==> config.mk <==
export PLATFORM = sky130hd
export DESIGN_NAME = snm_host_ctrl
export DESIGN_NICKNAME = d
export VERILOG_FILES = /design/src/hw/snm_pkg.sv /design/src/hw/snm_host_ctrl.sv /design/src/hw/snm_sync2.sv /design/src/hw/snm_tick_div.sv
export SDC_FILE = /design/constraint.sdc
export NUM_CORES = 1
export LEC_CHECK = 0
export BUFFER_PORTS_ARGS = -buffer_cell sky130_fd_sc_hd__buf_2
export CAP_MARGIN = 25
export CORE_UTILIZATION = 55
export CTS_BUF_LIST = sky130_fd_sc_hd__clkbuf_8
export DETAILED_ROUTE_END_ITERATION = 10
export PLACE_DENSITY = 0.72
export SYNTH_ARGS = -nofsm -noshare
export SYNTH_HDL_FRONTEND = slang
export SYNTH_SLANG_ARGS = --single-unit
==> constraint.sdc <==
create_clock -name core_clk -period 4.85 [get_ports core_clk]
set_clock_uncertainty 0.1 [all_clocks]
set_input_delay 0.7275 -clock core_clk [delete_from_list [all_inputs] [get_ports core_clk]]
set_output_delay 0.7275 -clock core_clk [all_outputs]
set_load 0.005 [all_outputs]
==> src/hw/snm_pkg.sv <==
package snm_pkg;

  // ----------------------------------------------------------------
  // timing
  // ----------------------------------------------------------------
  localparam int unsigned CLK_PERIOD_NS = 25;    // core_clk, 40 MHz
  localparam int unsigned SCL_PERIOD_NS = 2500;  // serial clock, 400 kHz
  // four quarter phases per serial bit; a longest time, so it rounds down
  localparam int unsigned QTR_CYCLES    = (SCL_PERIOD_NS / 4) / CLK_PERIOD_NS;
  localparam int unsigned QTR_W         = 8;

  // ----------------------------------------------------------------
  // software register map (byte addresses)
  // ----------------------------------------------------------------
  localparam logic [7:0] OFS_CTRL   = 8'h00;
  localparam logic [7:0] OFS_DEVSEL = 8'h04;
  localparam logic [7:0] OFS_MADDR  = 8'h08;
  localparam logic [7:0] OFS_MADDR_LO = 8'h28;  // low memory address byte
  localparam logic [7:0] OFS_LEN    = 8'h0c;
  localparam logic [7:0] OFS_STATUS = 8'h10;
  localparam logic [7:0] OFS_RDATA  = 8'h14;
  localparam logic [7:0] OFS_BUF    = 8'h40;  // 16 words, one data byte each
  localparam logic [7:0] OFS_BUF_END = 8'h7c;

  // ----------------------------------------------------------------
  // field positions
  // ----------------------------------------------------------------
  localparam int unsigned CTRL_GO_BIT    = 0;  // write 1 to launch
  localparam int unsigned CTRL_OP_BIT    = 1;  // 0 write, 1 current read
  localparam int unsigned CTRL_INH_BIT   = 2;  // write-inhibit pin level
  localparam int unsigned CTRL_ABORT_BIT = 3;  // write 1 to stop early
  localparam int unsigned ST_BUSY_BIT    = 0;
  localparam int unsigned ST_NACK_BIT    = 1;
  localparam int unsigned ST_DONE_BIT    = 2;
  localparam int unsigned ST_RXV_BIT     = 3;

  // ----------------------------------------------------------------
  // sizes and reset values
  // ----------------------------------------------------------------
  localparam int unsigned MADDR_W     = 13;  // meaningful memory address bits
  localparam int unsigned BUF_DEPTH   = 16;
  localparam int unsigned BUF_AW      = 4;
  localparam int unsigned LEN_W       = 5;
  localparam logic [3:0]  TYPE_RST    = 4'h5;  // arbitrary, software sets the real code
  localparam logic [2:0]  SEL_RST     = 3'h0;
  localparam logic [4:0]  LEN_RST     = 5'h01;
  localparam logic [2:0]  ADDR_HI_PAD = 3'h0;  // top bits of the high address byte
  localparam logic [3:0]  ACK_BIT_IDX = 4'h8;  // ninth bit of each byte

  // ----------------------------------------------------------------
  // transaction states
  // ----------------------------------------------------------------
  typedef enum logic [2:0] {
    SNM_IDLE,
    SNM_START,
    SNM_DEVW,
    SNM_AHI,
    SNM_ALO,
    SNM_WDAT,
    SNM_RDAT,
    SNM_STOP
  } snm_state_t;

endpackage

==> src/hw/snm_host_ctrl.sv <==
// The placing of the registers and the strobed register port are this design's own decisions.
`timescale 1ns/100ps
// Function
// [RULE1] receiver pulls data low on the ninth clock to acknowledge each byte
// [RULE2] transmitter releases data on the ninth clock for the acknowledge
// [RULE3] stop before an acknowledge makes the memory abort to standby
// [RULE4] after a not-acknowledge the bus is released; master sends stop
// [RULE5] after start, send type code, three select bits, direction bit
// [RULE6] memory compares upper four bits against its type code
// [RULE7] memory matches select bits 2,1,0 against its strap pins
// [RULE8] eighth address-word bit: zero write, one read
// [RULE9] memory ignores a mismatched address word without acknowledge
// [RULE10] two memory address bytes follow, high first, each acknowledged
// [RULE11] master always drives clock; data driver follows direction bit
// [RULE12] in writes, next byte goes only after the acknowledge is seen
// [RULE13] in reads, memory shifts eight bits then waits for master's bit
// [RULE14] memory never withholds acknowledges for internal writes
// [RULE15] write-inhibit pin high blocks all writes; reads always allowed
// [RULE16] top three bits of the high address byte are sent as zero
// [RULE17] byte write: start, word, high, low, one data byte, stop
// [RULE18] extra write bytes go to following addresses, wrapping to zero
// [RULE19] memory commits each byte right after its acknowledge
// [RULE20] read without address phase returns the next location
// [RULE21] memory current address is undefined after power-up
// [RULE22] current read: start, word with one, one byte, not-ack, stop
// [RULE23] data sampled on clock rise, changed while clock is low
// [RULE24] start is data falling while clock is high
// [RULE25] stop is data rising while clock is high; memory goes standby
// [RULE26] memory keeps a thirteen-bit address counter wrapping at 8191
// [RULE27] inhibited writes still acknowledge and advance the address
module snm_host_ctrl (
  input  wire logic       core_clk,   // core clock, 40 MHz
  input  wire logic       arst_n,     // async reset, active low
  input  wire logic [7:0] reg_addr,   // register byte address
  input  wire logic [7:0] reg_wdata,  // register write data
  input  wire logic       reg_wr,     // write strobe
  input  wire logic       reg_rd,     // read strobe
  output logic      [7:0] reg_rdata,  // read data, cycle after strobe
  input  wire logic       scl_i,      // serial clock pin level
  output logic            scl_o,      // serial clock drive value
  output logic            scl_oe,     // high while pulling clock low
  input  wire logic       sda_i,      // serial data pin level
  output logic            sda_o,      // serial data drive value
  output logic            sda_oe,     // high while pulling data low
  output logic            wr_inhibit  // write-inhibit pin drive
);

  // ----------------------------------------------------------------
  // declarations
  // ----------------------------------------------------------------
  snm_pkg::snm_state_t st_reg;

  logic [1:0]                   q_reg;        // quarter within a bit
  logic [3:0]                   bit_reg;      // bit within a byte, 8 = ack slot
  logic [7:0]                   shift_reg;
  logic                         ack_reg;      // sampled acknowledge level
  logic [snm_pkg::LEN_W-1:0]    idx_reg;      // data bytes loaded into the shifter
  logic                         busy_reg;
  logic                         nack_reg;
  logic                         done_reg;
  logic                         rxv_reg;
  logic [7:0]                   rxbyte_reg;
  logic                         abort_reg;
  logic                         op_rd_reg;
  logic [3:0]                   type_reg;
  logic [2:0]                   sel_reg;
  logic [snm_pkg::MADDR_W-1:0]  maddr_reg;
  logic [snm_pkg::LEN_W-1:0]    len_reg;
  logic [7:0]                   buf_mem [snm_pkg::BUF_DEPTH];
  logic [1:0]                   pins_s;
  logic                         scl_s;
  logic                         sda_s;
  logic                         qtick;
  logic                         go;
  logic                         abort_req;
  logic                         advance;

  // ----------------------------------------------------------------
  // helpers
  // ----------------------------------------------------------------
  // zero length means one byte
  function automatic logic [snm_pkg::LEN_W-1:0] len_eff(
    input logic [snm_pkg::LEN_W-1:0] len
  );
    len_eff = (len == '0) ? snm_pkg::LEN_W'(1) : len;
  endfunction

  function automatic logic [snm_pkg::BUF_AW-1:0] buf_index(input logic [7:0] addr);
    buf_index = addr[snm_pkg::BUF_AW+1:2];
  endfunction

  function automatic logic is_buf(input logic [7:0] addr);
    is_buf = (addr >= snm_pkg::OFS_BUF) && (addr <= snm_pkg::OFS_BUF_END) &&
             (addr[1:0] == 2'b00);
  endfunction

  // ----------------------------------------------------------------
  // pin synchronisers and quarter-bit divider
  // ----------------------------------------------------------------
  snm_sync2 #(.W(2)) u_sync (
    .core_clk (core_clk),
    .arst_n   (arst_n),
    .async_in ({scl_i, sda_i}),
    .sync_out (pins_s)
  );

  assign scl_s = pins_s[1];
  assign sda_s = pins_s[0];

  snm_tick_div u_div (
    .core_clk (core_clk),
    .arst_n   (arst_n),
    .run      (busy_reg),
    .qtick    (qtick)
  );

  // ----------------------------------------------------------------
  // command decode
  // ----------------------------------------------------------------
  // launch only from idle; a go while busy is dropped
  assign go = reg_wr && (reg_addr == snm_pkg::OFS_CTRL) &&
              reg_wdata[snm_pkg::CTRL_GO_BIT] && (st_reg == snm_pkg::SNM_IDLE);
  assign abort_req = reg_wr && (reg_addr == snm_pkg::OFS_CTRL) &&
                     reg_wdata[snm_pkg::CTRL_ABORT_BIT] && busy_reg;
  // the step after the clock release waits for the pin to read high;
  // a stall at the release step itself would hold the clock low forever
  assign advance = qtick && (st_reg != snm_pkg::SNM_IDLE) &&
                   !((q_reg == 2'd2) && !scl_s);

  // ----------------------------------------------------------------
  // software configuration registers
  // ----------------------------------------------------------------
  always_ff @(posedge core_clk or negedge arst_n) begin
    if (!arst_n) begin
      op_rd_reg  <= 1'b0;
      wr_inhibit <= 1'b0;
      type_reg   <= snm_pkg::TYPE_RST;
      sel_reg    <= snm_pkg::SEL_RST;
      maddr_reg  <= '0;
      len_reg    <= snm_pkg::LEN_RST;
    end else if (reg_wr) begin
      case (reg_addr)
        snm_pkg::OFS_CTRL: begin
          if (!busy_reg) begin
            op_rd_reg <= reg_wdata[snm_pkg::CTRL_OP_BIT];
          end
          wr_inhibit <= reg_wdata[snm_pkg::CTRL_INH_BIT];  // [RULE15]
        end
        snm_pkg::OFS_DEVSEL: begin
          sel_reg  <= reg_wdata[2:0];
          type_reg <= reg_wdata[7:4];
        end
        snm_pkg::OFS_MADDR: begin
          maddr_reg <= {reg_wdata[4:0], maddr_reg[7:0]};
        end
        snm_pkg::OFS_LEN: begin
          len_reg <= reg_wdata[snm_pkg::LEN_W-1:0];
        end
        default: begin
          // low address byte; buffer offsets are stored by the buffer block, other offsets store nothing
          if (reg_addr == snm_pkg::OFS_MADDR_LO) begin
            maddr_reg <= {maddr_reg[12:8], reg_wdata};
          end
        end
      endcase
    end
  end

  // ----------------------------------------------------------------
  // write data buffer, no reset on the array
  // ----------------------------------------------------------------
  always_ff @(posedge core_clk) begin
    if (reg_wr && is_buf(reg_addr)) begin
      buf_mem[buf_index(reg_addr)] <= reg_wdata;
    end
  end

  // ----------------------------------------------------------------
  // read-back, data valid the cycle after the strobe only
  // ----------------------------------------------------------------
  always_ff @(posedge core_clk or negedge arst_n) begin
    if (!arst_n) begin
      reg_rdata <= '0;
    end else if (reg_rd) begin
      case (reg_addr)
        snm_pkg::OFS_CTRL:   reg_rdata <= {5'h00, wr_inhibit, op_rd_reg, 1'b0};
        snm_pkg::OFS_DEVSEL: reg_rdata <= {type_reg, 1'b0, sel_reg};
        snm_pkg::OFS_MADDR:  reg_rdata <= {3'h0, maddr_reg[12:8]};
        snm_pkg::OFS_LEN:    reg_rdata <= {3'h0, len_reg};
        snm_pkg::OFS_STATUS: reg_rdata <= {4'h0, rxv_reg, done_reg, nack_reg, busy_reg};
        snm_pkg::OFS_RDATA:  reg_rdata <= rxbyte_reg;
        default: begin
          if (reg_addr == snm_pkg::OFS_MADDR_LO) begin
            reg_rdata <= maddr_reg[7:0];
          end else if (is_buf(reg_addr)) begin
            reg_rdata <= buf_mem[buf_index(reg_addr)];
          end else begin
            reg_rdata <= '0;  // unmapped reads as zero
          end
        end
      endcase
    end else begin
      reg_rdata <= '0;
    end
  end

  // ----------------------------------------------------------------
  // status flags; go sets busy and clears abort, only from idle; other sets only happen while busy
  // ----------------------------------------------------------------
  always_ff @(posedge core_clk or negedge arst_n) begin
    if (!arst_n) begin
      busy_reg  <= 1'b0;
      abort_reg <= 1'b0;
    end else if (go) begin
      busy_reg  <= 1'b1;
      abort_reg <= 1'b0;
    end else begin
      if (abort_req) begin
        abort_reg <= 1'b1;
      end
      if (advance && (st_reg == snm_pkg::SNM_STOP) && (q_reg == 2'd3)) begin
        busy_reg <= 1'b0;
      end
    end
  end

  // ----------------------------------------------------------------
  // open-drain drive values are always low; only the enables move
  // ----------------------------------------------------------------
  always_ff @(posedge core_clk or negedge arst_n) begin
    if (!arst_n) begin
      scl_o <= 1'b0;
      sda_o <= 1'b0;
    end else begin
      scl_o <= 1'b0;
      sda_o <= 1'b0;
    end
  end

  // ----------------------------------------------------------------
  // bit engine: q0 set data (clock low), q1 release clock,
  // q2 sample (clock high), q3 pull clock low
  // ----------------------------------------------------------------
  always_ff @(posedge core_clk or negedge arst_n) begin
    if (!arst_n) begin
      st_reg     <= snm_pkg::SNM_IDLE;
      q_reg      <= 2'd0;
      bit_reg    <= '0;
      shift_reg  <= '0;
      ack_reg    <= 1'b1;
      idx_reg    <= '0;
      scl_oe     <= 1'b0;
      sda_oe     <= 1'b0;
      nack_reg   <= 1'b0;
      done_reg   <= 1'b0;
      rxv_reg    <= 1'b0;
      rxbyte_reg <= '0;
    end else if (go) begin
      st_reg   <= snm_pkg::SNM_START;
      q_reg    <= 2'd0;
      nack_reg <= 1'b0;
      done_reg <= 1'b0;
      rxv_reg  <= 1'b0;
    end else if (advance) begin
      q_reg <= q_reg + 2'd1;
      case (st_reg)
        snm_pkg::SNM_START: begin
          case (q_reg)
            2'd0: begin
              sda_oe <= 1'b0;
              scl_oe <= 1'b0;
            end
            2'd2: sda_oe <= 1'b1;  // [RULE24]
            2'd3: begin
              scl_oe    <= 1'b1;
              st_reg    <= snm_pkg::SNM_DEVW;
              bit_reg   <= '0;
              shift_reg <= {type_reg, sel_reg, op_rd_reg};  // [RULE5] [RULE7] [RULE8]
            end
            default: ;
          endcase
        end
        snm_pkg::SNM_STOP: begin
          case (q_reg)
            2'd0: sda_oe <= 1'b1;  // data low while clock low
            2'd1: scl_oe <= 1'b0;
            2'd2: sda_oe <= 1'b0;  // [RULE25]
            2'd3: begin
              st_reg   <= snm_pkg::SNM_IDLE;
              done_reg <= 1'b1;
            end
            default: ;
          endcase
        end
        snm_pkg::SNM_RDAT: begin
          // memory drives the data bits; the master answers not-ack by releasing
          case (q_reg)
            2'd0: sda_oe <= 1'b0;  // [RULE11] [RULE22]
            2'd1: scl_oe <= 1'b0;
            2'd2: begin
              if (bit_reg != snm_pkg::ACK_BIT_IDX) begin
                shift_reg <= {shift_reg[6:0], sda_s};  // [RULE13] [RULE23]
              end
            end
            2'd3: begin
              scl_oe <= 1'b1;
              if (bit_reg == snm_pkg::ACK_BIT_IDX) begin
                rxbyte_reg <= shift_reg;
                rxv_reg    <= 1'b1;
                st_reg     <= snm_pkg::SNM_STOP;  // [RULE4]
              end else begin
                bit_reg <= bit_reg + 4'd1;
              end
            end
            default: ;
          endcase
        end
        snm_pkg::SNM_IDLE: ;
        default: begin
          // transmit states: address word, address bytes, data bytes
          case (q_reg)
            2'd0: begin
              if (bit_reg == snm_pkg::ACK_BIT_IDX) begin
                sda_oe <= 1'b0;  // [RULE2]
              end else begin
                sda_oe <= ~shift_reg[7];  // [RULE23]
              end
            end
            2'd1: scl_oe <= 1'b0;
            2'd2: begin
              if (bit_reg == snm_pkg::ACK_BIT_IDX) begin
                ack_reg <= sda_s;  // [RULE1]
              end
            end
            2'd3: begin
              scl_oe <= 1'b1;
              if (bit_reg != snm_pkg::ACK_BIT_IDX) begin
                shift_reg <= {shift_reg[6:0], 1'b0};
                bit_reg   <= bit_reg + 4'd1;
              end else begin
                bit_reg <= '0;
                if (ack_reg) begin
                  nack_reg <= 1'b1;  // covers a mismatched address word
                  st_reg   <= snm_pkg::SNM_STOP;  // [RULE4] [RULE9]
                end else if (abort_reg) begin
                  st_reg <= snm_pkg::SNM_STOP;
                end else begin
                  // next byte only after an acknowledge was seen
                  case (st_reg)  // [RULE12]
                    snm_pkg::SNM_DEVW: begin
                      if (op_rd_reg) begin
                        st_reg <= snm_pkg::SNM_RDAT;  // [RULE20]
                      end else begin
                        st_reg    <= snm_pkg::SNM_AHI;  // [RULE10]
                        shift_reg <= {snm_pkg::ADDR_HI_PAD, maddr_reg[12:8]};  // [RULE16]
                      end
                    end
                    snm_pkg::SNM_AHI: begin
                      st_reg    <= snm_pkg::SNM_ALO;
                      shift_reg <= maddr_reg[7:0];
                    end
                    snm_pkg::SNM_ALO: begin
                      st_reg    <= snm_pkg::SNM_WDAT;  // [RULE17]
                      shift_reg <= buf_mem[0];
                      idx_reg   <= snm_pkg::LEN_W'(1);
                    end
                    default: begin
                      if (idx_reg == len_eff(len_reg)) begin
                        st_reg <= snm_pkg::SNM_STOP;
                      end else begin
                        // memory places these at the following addresses
                        shift_reg <= buf_mem[idx_reg[snm_pkg::BUF_AW-1:0]];  // [RULE18]
                        idx_reg   <= idx_reg + 1'b1;
                      end
                    end
                  endcase
                end
              end
            end
            default: ;
          endcase
        end
      endcase
    end
  end

endmodule

==> src/hw/snm_sync2.sv <==
`timescale 1ns/100ps
// two-flop synchroniser for pin levels
module snm_sync2 #(
  parameter int unsigned W = 2
) (
  input  wire logic         core_clk,  // core clock
  input  wire logic         arst_n,    // async reset, active low
  input  wire logic [W-1:0] async_in,  // raw pin levels
  output logic      [W-1:0] sync_out   // levels safe to use
);

  logic [W-1:0] meta_reg;

  // ----------------------------------------------------------------
  // two stages; first stage feeds only the second
  // ----------------------------------------------------------------
  always_ff @(posedge core_clk or negedge arst_n) begin
    if (!arst_n) begin
      meta_reg <= '1;  // idle bus reads high
      sync_out <= '1;
    end else begin
      meta_reg <= async_in;
      sync_out <= meta_reg;
    end
  end

endmodule

==> src/hw/snm_tick_div.sv <==
`timescale 1ns/100ps
// quarter-bit enable pulse generator
module snm_tick_div (
  input  wire logic core_clk,  // core clock
  input  wire logic arst_n,    // async reset, active low
  input  wire logic run,       // count only while a transfer runs
  output logic      qtick      // one-cycle pulse per quarter bit
);

  localparam logic [snm_pkg::QTR_W-1:0] QTR_LAST =
    snm_pkg::QTR_W'(snm_pkg::QTR_CYCLES - 1);

  logic [snm_pkg::QTR_W-1:0] cnt_reg;

  // ----------------------------------------------------------------
  // divider; restarts from zero when idle so every frame is aligned
  // ----------------------------------------------------------------
  always_ff @(posedge core_clk or negedge arst_n) begin
    if (!arst_n) begin
      cnt_reg <= '0;
      qtick   <= 1'b0;
    end else if (!run) begin
      cnt_reg <= '0;
      qtick   <= 1'b0;
    end else if (cnt_reg == QTR_LAST) begin
      cnt_reg <= '0;
      qtick   <= 1'b1;
    end else begin
      cnt_reg <= cnt_reg + 1'b1;
      qtick   <= 1'b0;
    end
  end

endmodule

Word-level counts from Yosys, hierarchy flattened
Memory sizes are Yosys's and may differ from the RTL's.
Index checks and enable logic that the tools add are counted.
{ "classes": {"multipliers": 0, "n_lt_le_gt_ge": 2, "reduce_logical": 54, "muxes": 77, "bitwise_logic": 12, "n_shift": 0, "eq_ne": 38, "add_sub_neg": 4, "n_div": 0} }
{ "op_table": {"columns": ["op", "count"], "rows": [
  ["two-way mux 8 bit", 15],
  ["one-hot mux 8 bit (3 select lines)", 2],
  ["one-hot mux 8 bit (6 select lines)", 1],
  ["two-way mux 3 bit", 12],
  ["two-way mux 1 bit", 27],
  ["one-hot mux 13 bit (2 select lines)", 1],
  ["equality test 8 x 5 -> 1 bit, second input constant", 3],
  ["two-way mux 4 bit", 5],
  ["AND reduction 5 bit", 4],
  ["nonzero test 2 bit", 9],
  ["equality test 8 x 4 -> 1 bit, second input constant", 2],
  ["logical AND 1 bit", 13],
  ["!= test 2 bit, second input constant", 6],
  ["NOT 1 bit", 12],
  ["one-hot mux 3 bit (4 select lines)", 1],
  ["one-hot mux 4 bit (3 select lines)", 1],
  ["AND reduction 6 bit", 2],
  ["AND reduction 11 bit", 1],
  ["two-way mux 5 bit", 2],
  ["one-hot mux 5 bit (2 select lines)", 1],
  ["nonzero test 10 bit", 1],
  ["equality test 3 bit, second input constant", 3],
  ["!= test 3 x 2 -> 1 bit, second input constant", 3],
  ["one-hot mux 3 bit (3 select lines)", 1],
  ["39 further kinds", 59]
]} }
{ "word_totals": {"n_memories": 1, "latch_bits": 0, "romBits": 0, "regBits": 86, "in_bits": 22, "ramBits": 128, "elab_cells": 214} }
{ "memory_table": {"columns": ["memory", "depth", "word_bits", "rd", "rd_clocked_by_memory_dff", "wr", "line", "text"], "rows": [
  ["buf_mem", 16, 8, 3, 0, 1, "snm_host_ctrl.sv:69", "logic [7:0] buf_mem [snm_pkg::BUF_DEPTH];"]
]} }

Depth between registers and ports, before layout
{ "logic_depth": {"depth_word": 12, "ltp_mapped": 10} }

Modules after synthesis
From an unflattened synthesis, not the netlist that was laid out.
{ "hier_totals": {"hier_cells": 816, "hier_area_um2": 10870.4} }
{ "modules_own_cells": {"columns": ["mod", "area_per_inst_um2", "instances", "cells_each"], "rows": [
  ["snm_host_ctrl", 10336.2, 1, 770],
  ["snm_tick_div", 429.2, 1, 42],
  ["snm_sync2", 105.1, 1, 4]
]} }

Worst setup path after synthesis
OpenSTA, ideal clock, no wires.
{ "synth_path": {"path_kind": "input port to flip-flop", "from": "input port reg_addr[3]", "to": "memory buf_mem[15][0] (enable)", "path_slack_ns": 2.177, "setup_ns": 0.370, "t_arrival_ns": 2.203, "path_stages": 6, "required_ns": 4.380, "cell_sequence": "buf_2 -> clkbuf_1 -> buf_2 -> buf_2 -> nand3_1 -> nor2_1"} }
{ "synth_between": {"elab_chain_len": 6, "elab_cells_between_ends": 7} }
{ "synth_rtl": {"columns": ["item", "line", "text"], "rows": [
  ["start, declared", "snm_host_ctrl.sv:34", "input wire logic [7:0] reg_addr,"],
  ["greater-or-equal comparator 8 x 7 -> 1 bit or <= comparator 8 x 7 -> 1 bit (tied branches)", "snm_host_ctrl.sv:93", "is_buf = (addr >= snm_pkg::OFS_BUF) && (addr <= snm_pkg::OFS_BUF_END) &&"],
  ["logical AND 1 bit (2 in series)", "snm_host_ctrl.sv:93", null],
  ["logical AND 1 bit", "snm_host_ctrl.sv:173", "if (reg_wr && is_buf(reg_addr)) begin"],
  ["two-way mux 1 bit", "snm_host_ctrl.sv:173", null],
  ["two-way mux 1 bit (not written as such)", "snm_host_ctrl.sv:174", "buf_mem[buf_index(reg_addr)] <= reg_wdata;"],
  ["end, declared", "snm_host_ctrl.sv:69", null]
]} }
Parallel ways exist; a longest one is shown, timed or not.

Worst setup path after layout
{ "layout_path": {"from": "register st_reg[0]", "to": "register ack_reg"} }
{ "layout_between": {"elab_chain_len": 4, "elab_cells_between_ends": 12} }
{ "layout_rtl": {"columns": ["item", "line", "text"], "rows": [
  ["start, declared", "snm_host_ctrl.sv:51", "snm_pkg::snm_state_t st_reg;"],
  ["start signal, assigned", "snm_host_ctrl.sv:246", "st_reg <= snm_pkg::SNM_IDLE;"],
  ["start signal, assigned", "snm_host_ctrl.sv:259", "st_reg <= snm_pkg::SNM_START;"],
  ["start signal, assigned", "snm_host_ctrl.sv:276", "st_reg <= snm_pkg::SNM_DEVW;"],
  ["equality test 3 bit, or another cell as far along", "snm_host_ctrl.sv:266", "case (st_reg)"],
  ["OR reduction 4 bit (no line), or another cell as far along", null, null],
  ["NOT 1 bit (no line) or logical AND 1 bit (tied branches)", null, null],
  ["AND reduction 5 bit (no line) *", null, null],
  ["end signal, assigned", "snm_host_ctrl.sv:332", "ack_reg <= sda_s;"],
  ["end, declared", "snm_host_ctrl.sv:56", "logic ack_reg;"]
]} }
Mark *: on every way between the ends. The rest lies on a longest branch, timed or not.
A chain may end at the register's enable or synchronous reset.

==> results.sh <==
export IMPL_synthFlopType="edfxtp_1"
export IMPL_rsz0062_at_grt="false"
export IMPL_overall_routing_resource_usage_pct=29.97
export IMPL_synth_yosys_warnings=0
export IMPL_endpoint_of_the_worst_register_to_register_path="ack_reg"
export IMPL_setup_crit_path_kind="register to register"
export IMPL_dieArea_sq_um=20270
export IMPL_fp_row_count=50
export IMPL_seqPwrFrac_pct=50.4
export IMPL_syn_mean_instance_area_sq_um=13.27
export IMPL_worstHoldPathType="primary input to asynchronous set/reset pin"
export IMPL_netSwitchingFraction_pct=22.63
export IMPL_required_ns=5.20
export IMPL_p_per_area_nw_per_um2=327.6
export IMPL_setup_violations_final=0
export IMPL_post_synth_num_cell_types=78
export IMPL_cts_made_buffers=37
export IMPL_clk_insertion_delay_late_ns=0.53
export IMPL_reg2reg_depth=6
export IMPL_routed_wirelength_um=28800
export IMPL_critical_path_most_common_cell="nor2_1"
export IMPL_share_of_final_layout_standard_cells_stronger_than_drive_strength_1_pct=21.28
export IMPL_drv_max_cap_violation_count=0
export IMPL_layout_common_cells="128 x edfxtp_1, 77 x dfrtp_1, 74 x nor2_1, 48 x nand2_1, 43 x mux4_2"
export IMPL_reg2reg_from="st_reg[0]"
export IMPL_clock_path_buffers=3
export IMPL_slowest_delay_ns=0.93
export IMPL_postCtsSetupRepairBufs=0
export IMPL_drc=0
export IMPL_gp_routability_congestion=0.9471
export IMPL_first_global_vias=7474
export IMPL_num_io_pins=35
export IMPL_critPathArrivalTime_ns=3.68
export IMPL_drt_antenna_violating_nets=0
export IMPL_worst_slew_margin_rel_pct=30.03
export IMPL_wl_per_cell_um=25.40
export IMPL_mostFrequentLayoutCell="edfxtp_1"
export IMPL_worst_path_max_delay_cell="dfrtp_1"
export IMPL_via_count=7500
export IMPL_initial_core_util_pct=57.00
export IMPL_synth_yosys_seq_area_share_pct=55.40
export IMPL_p_clk_share_pct=45.1
export IMPL_period_minus_slack_ns=3.321
export IMPL_cts_root_buffer_cell="clkbuf_8"
export IMPL_largest_register_ff_count=128
export IMPL_crit_chain="nand2b_1, nor2_1, nor2_1, nand3_1, nor3_1, mux2_1"
export IMPL_max_clock_freq_mhz=301.1
export IMPL_p_leak_uw=0.004397
export IMPL_grt_pass1_wl_um=44770
export IMPL_fill_cells=1488
export IMPL_final_seq_area_sq_um=6007
export IMPL_critical_path_max_fanout=25
export IMPL_port_buffers=32
export IMPL_status="complete, no violations"
export IMPL_ir_drop_uv=196.0
export IMPL_max_slew_worst_pin_slew_ns=1.046
export IMPL_timing_final_hold_violations=0
export IMPL_antenna_cells=0
export IMPL_htreeDepth=2
export IMPL_postSynth_asyncResetShare_pct=40.19
export IMPL_finalCritPeriodShare_pct=68.48
export IMPL_synth_enable_flop_cells=128
export IMPL_layout_nets=876
export IMPL_cts_clk_slew_worst_paths_ns=0.06
export IMPL_detailedRoute_firstIterationViolations=775
export IMPL_maxSlewViolCount=0
export IMPL_overall_overflow_remaining_after_global_route=0
export IMPL_flow_area_growth_from_synthesis_pct=9.799
export IMPL_coreArea_sq_um=19020
export IMPL_cts_resized=0
export IMPL_multi_input_area_sq_um=4488
export IMPL_setup_total_negative_slack_ns=0
export IMPL_cp_start_kind="register"
export IMPL_via_per_inst=6.614
export IMPL_detailedPlacementHpwl_um=19830
export IMPL_power_switching_uw=882.6
export IMPL_number_of_antenna_violations_at_the_first_check_in_global_routing=0
export IMPL_die_width_um=142.4
export IMPL_layout_core_utilization_pct=62.59
export IMPL_cp_end_kind="register"
export IMPL_power_share_combinational_pct=4.5
export IMPL_reg2reg_setup_slack_ns=1.53
export IMPL_pin_count_of_the_biggest_net_entering_global_routing=62
export IMPL_cell_internal_pwr_uw=3017
export IMPL_cts_tree="done"
export IMPL_flip_flop_and_latch_count_after_synthesis=214
export IMPL_synth_area_sq_um=10840
export IMPL_cts_hold_repair_buffers=0
export IMPL_die_y_um=142.4
export IMPL_tritoncts_num_sinks=214
export IMPL_detail_route_first_pass_iterations=5
export IMPL_synthCells=817
-- area by class of cell --
type | count | share of cell area [%]
repair buffers | 42 | 2.029
multi-input cells | 538 | 37.71
clock inverters | 27 | 1.945
flip-flops and latches | 214 | 50.47
inverters | 12 | 0.3784
clock buffers | 41 | 4.741
well taps | 260 | 2.733
-- through the flow --
stage / total power (uW) / hold WS, ns / std cells / worst slack, ns / area [sq um]
after CTS: 3921 / 0.1683 / 1132 / 1.661 / 11880
after detailed placement: 2174 / 0.2475 / 1064 / 1.340 / 11090
after floorplan: 2097 / 0.2452 / 818 / 2.177 / 10840
final: 3900 / 0.1627 / 1134 / 1.529 / 11900
after global routing: 4016 / 0.1773 / 1134 / 1.380 / 11900
after global placement: 2169 / 0.2467 / 1064 / 1.339 / 11090
-- Yosys cell counts (10+ instances only) --
cell type,n,area (sq um)
a22oi_1,21,157.7
o21ai_1,12,60.06
nand3_1,22,110.1
o21ai_0,17,85.08
mux2i_1,40,400.4
dfrtp_1,78,1952
nand2_1,48,180.2
mux2_2,14,157.7
a221oi_1,10,87.58
mux2_1,35,394.1
a31oi_1,13,81.33
nor2_1,74,277.8
edfxtp_1,128,3844
a21oi_1,17,85.08
o22ai_1,10,62.56
buf_2,16,80.08
clkbuf_1,20,75.07
inv_1,11,41.29
mux4_2,43,968.4
-- worst max-delay path, delay by kind of cell (launching register included) --
family	cells	cell delay (ns)
and+or+nand+nor	5	1.91
DFF	1	0.93
muxes	1	0.31
-- power groups by stage --
stage,combinational (uW),clock [uW],sequential (uW)
after detailed placement,173,0,2000
after floorplan,101,0,2000
after global placement,167,0,2000
final,175,1760,1970
after CTS,173,1780,1970
after global routing,187,1860,1970
-- how the worst max path moves through the flow --
stage / start / to / slack, ns / cells after the start
detailed placement: reg_addr[2] / reg_rdata[6] / 1.34 / 7
global route: st_reg[0] / shift_reg[1] / 1.38 / 6
global placement: reg_addr[2] / reg_rdata[6] / 1.34 / 7
CTS: idx_reg[0] / shift_reg[0] / 1.66 / 6
finish: st_reg[0] / ack_reg / 1.53 / 6
floorplan: reg_addr[3] / buf_mem[15][0] / 2.18 / 6
-- cell families after synthesis --
group                      synth area share (%)
and+or+nand+nor                           10.53
DFF                                       55.40
AOI/OAI and AO/OA                         9.730
muxes                                     18.83
buffers and inverters                     3.232
xor gates and xnor gates                  1.212
adders and majority gates                 1.039
other                                   0.03459
-- layer usage --
metal | vias to the layer above | track usage, % | share of wire (%) | wire, um
met5 | - | 0 | 0 | 0
met4 | 0 | 13.75 | 4.0 | 1157
met3 | 82 | 6.662 | 9.2 | 2655
met2 | 431 | 46.13 | 46 | 13290
met1 | 3761 | 40.76 | 41 | 11700
li1 | 3226 | - | - | -
No activity file was read; power rests on OpenSTA's default activity.
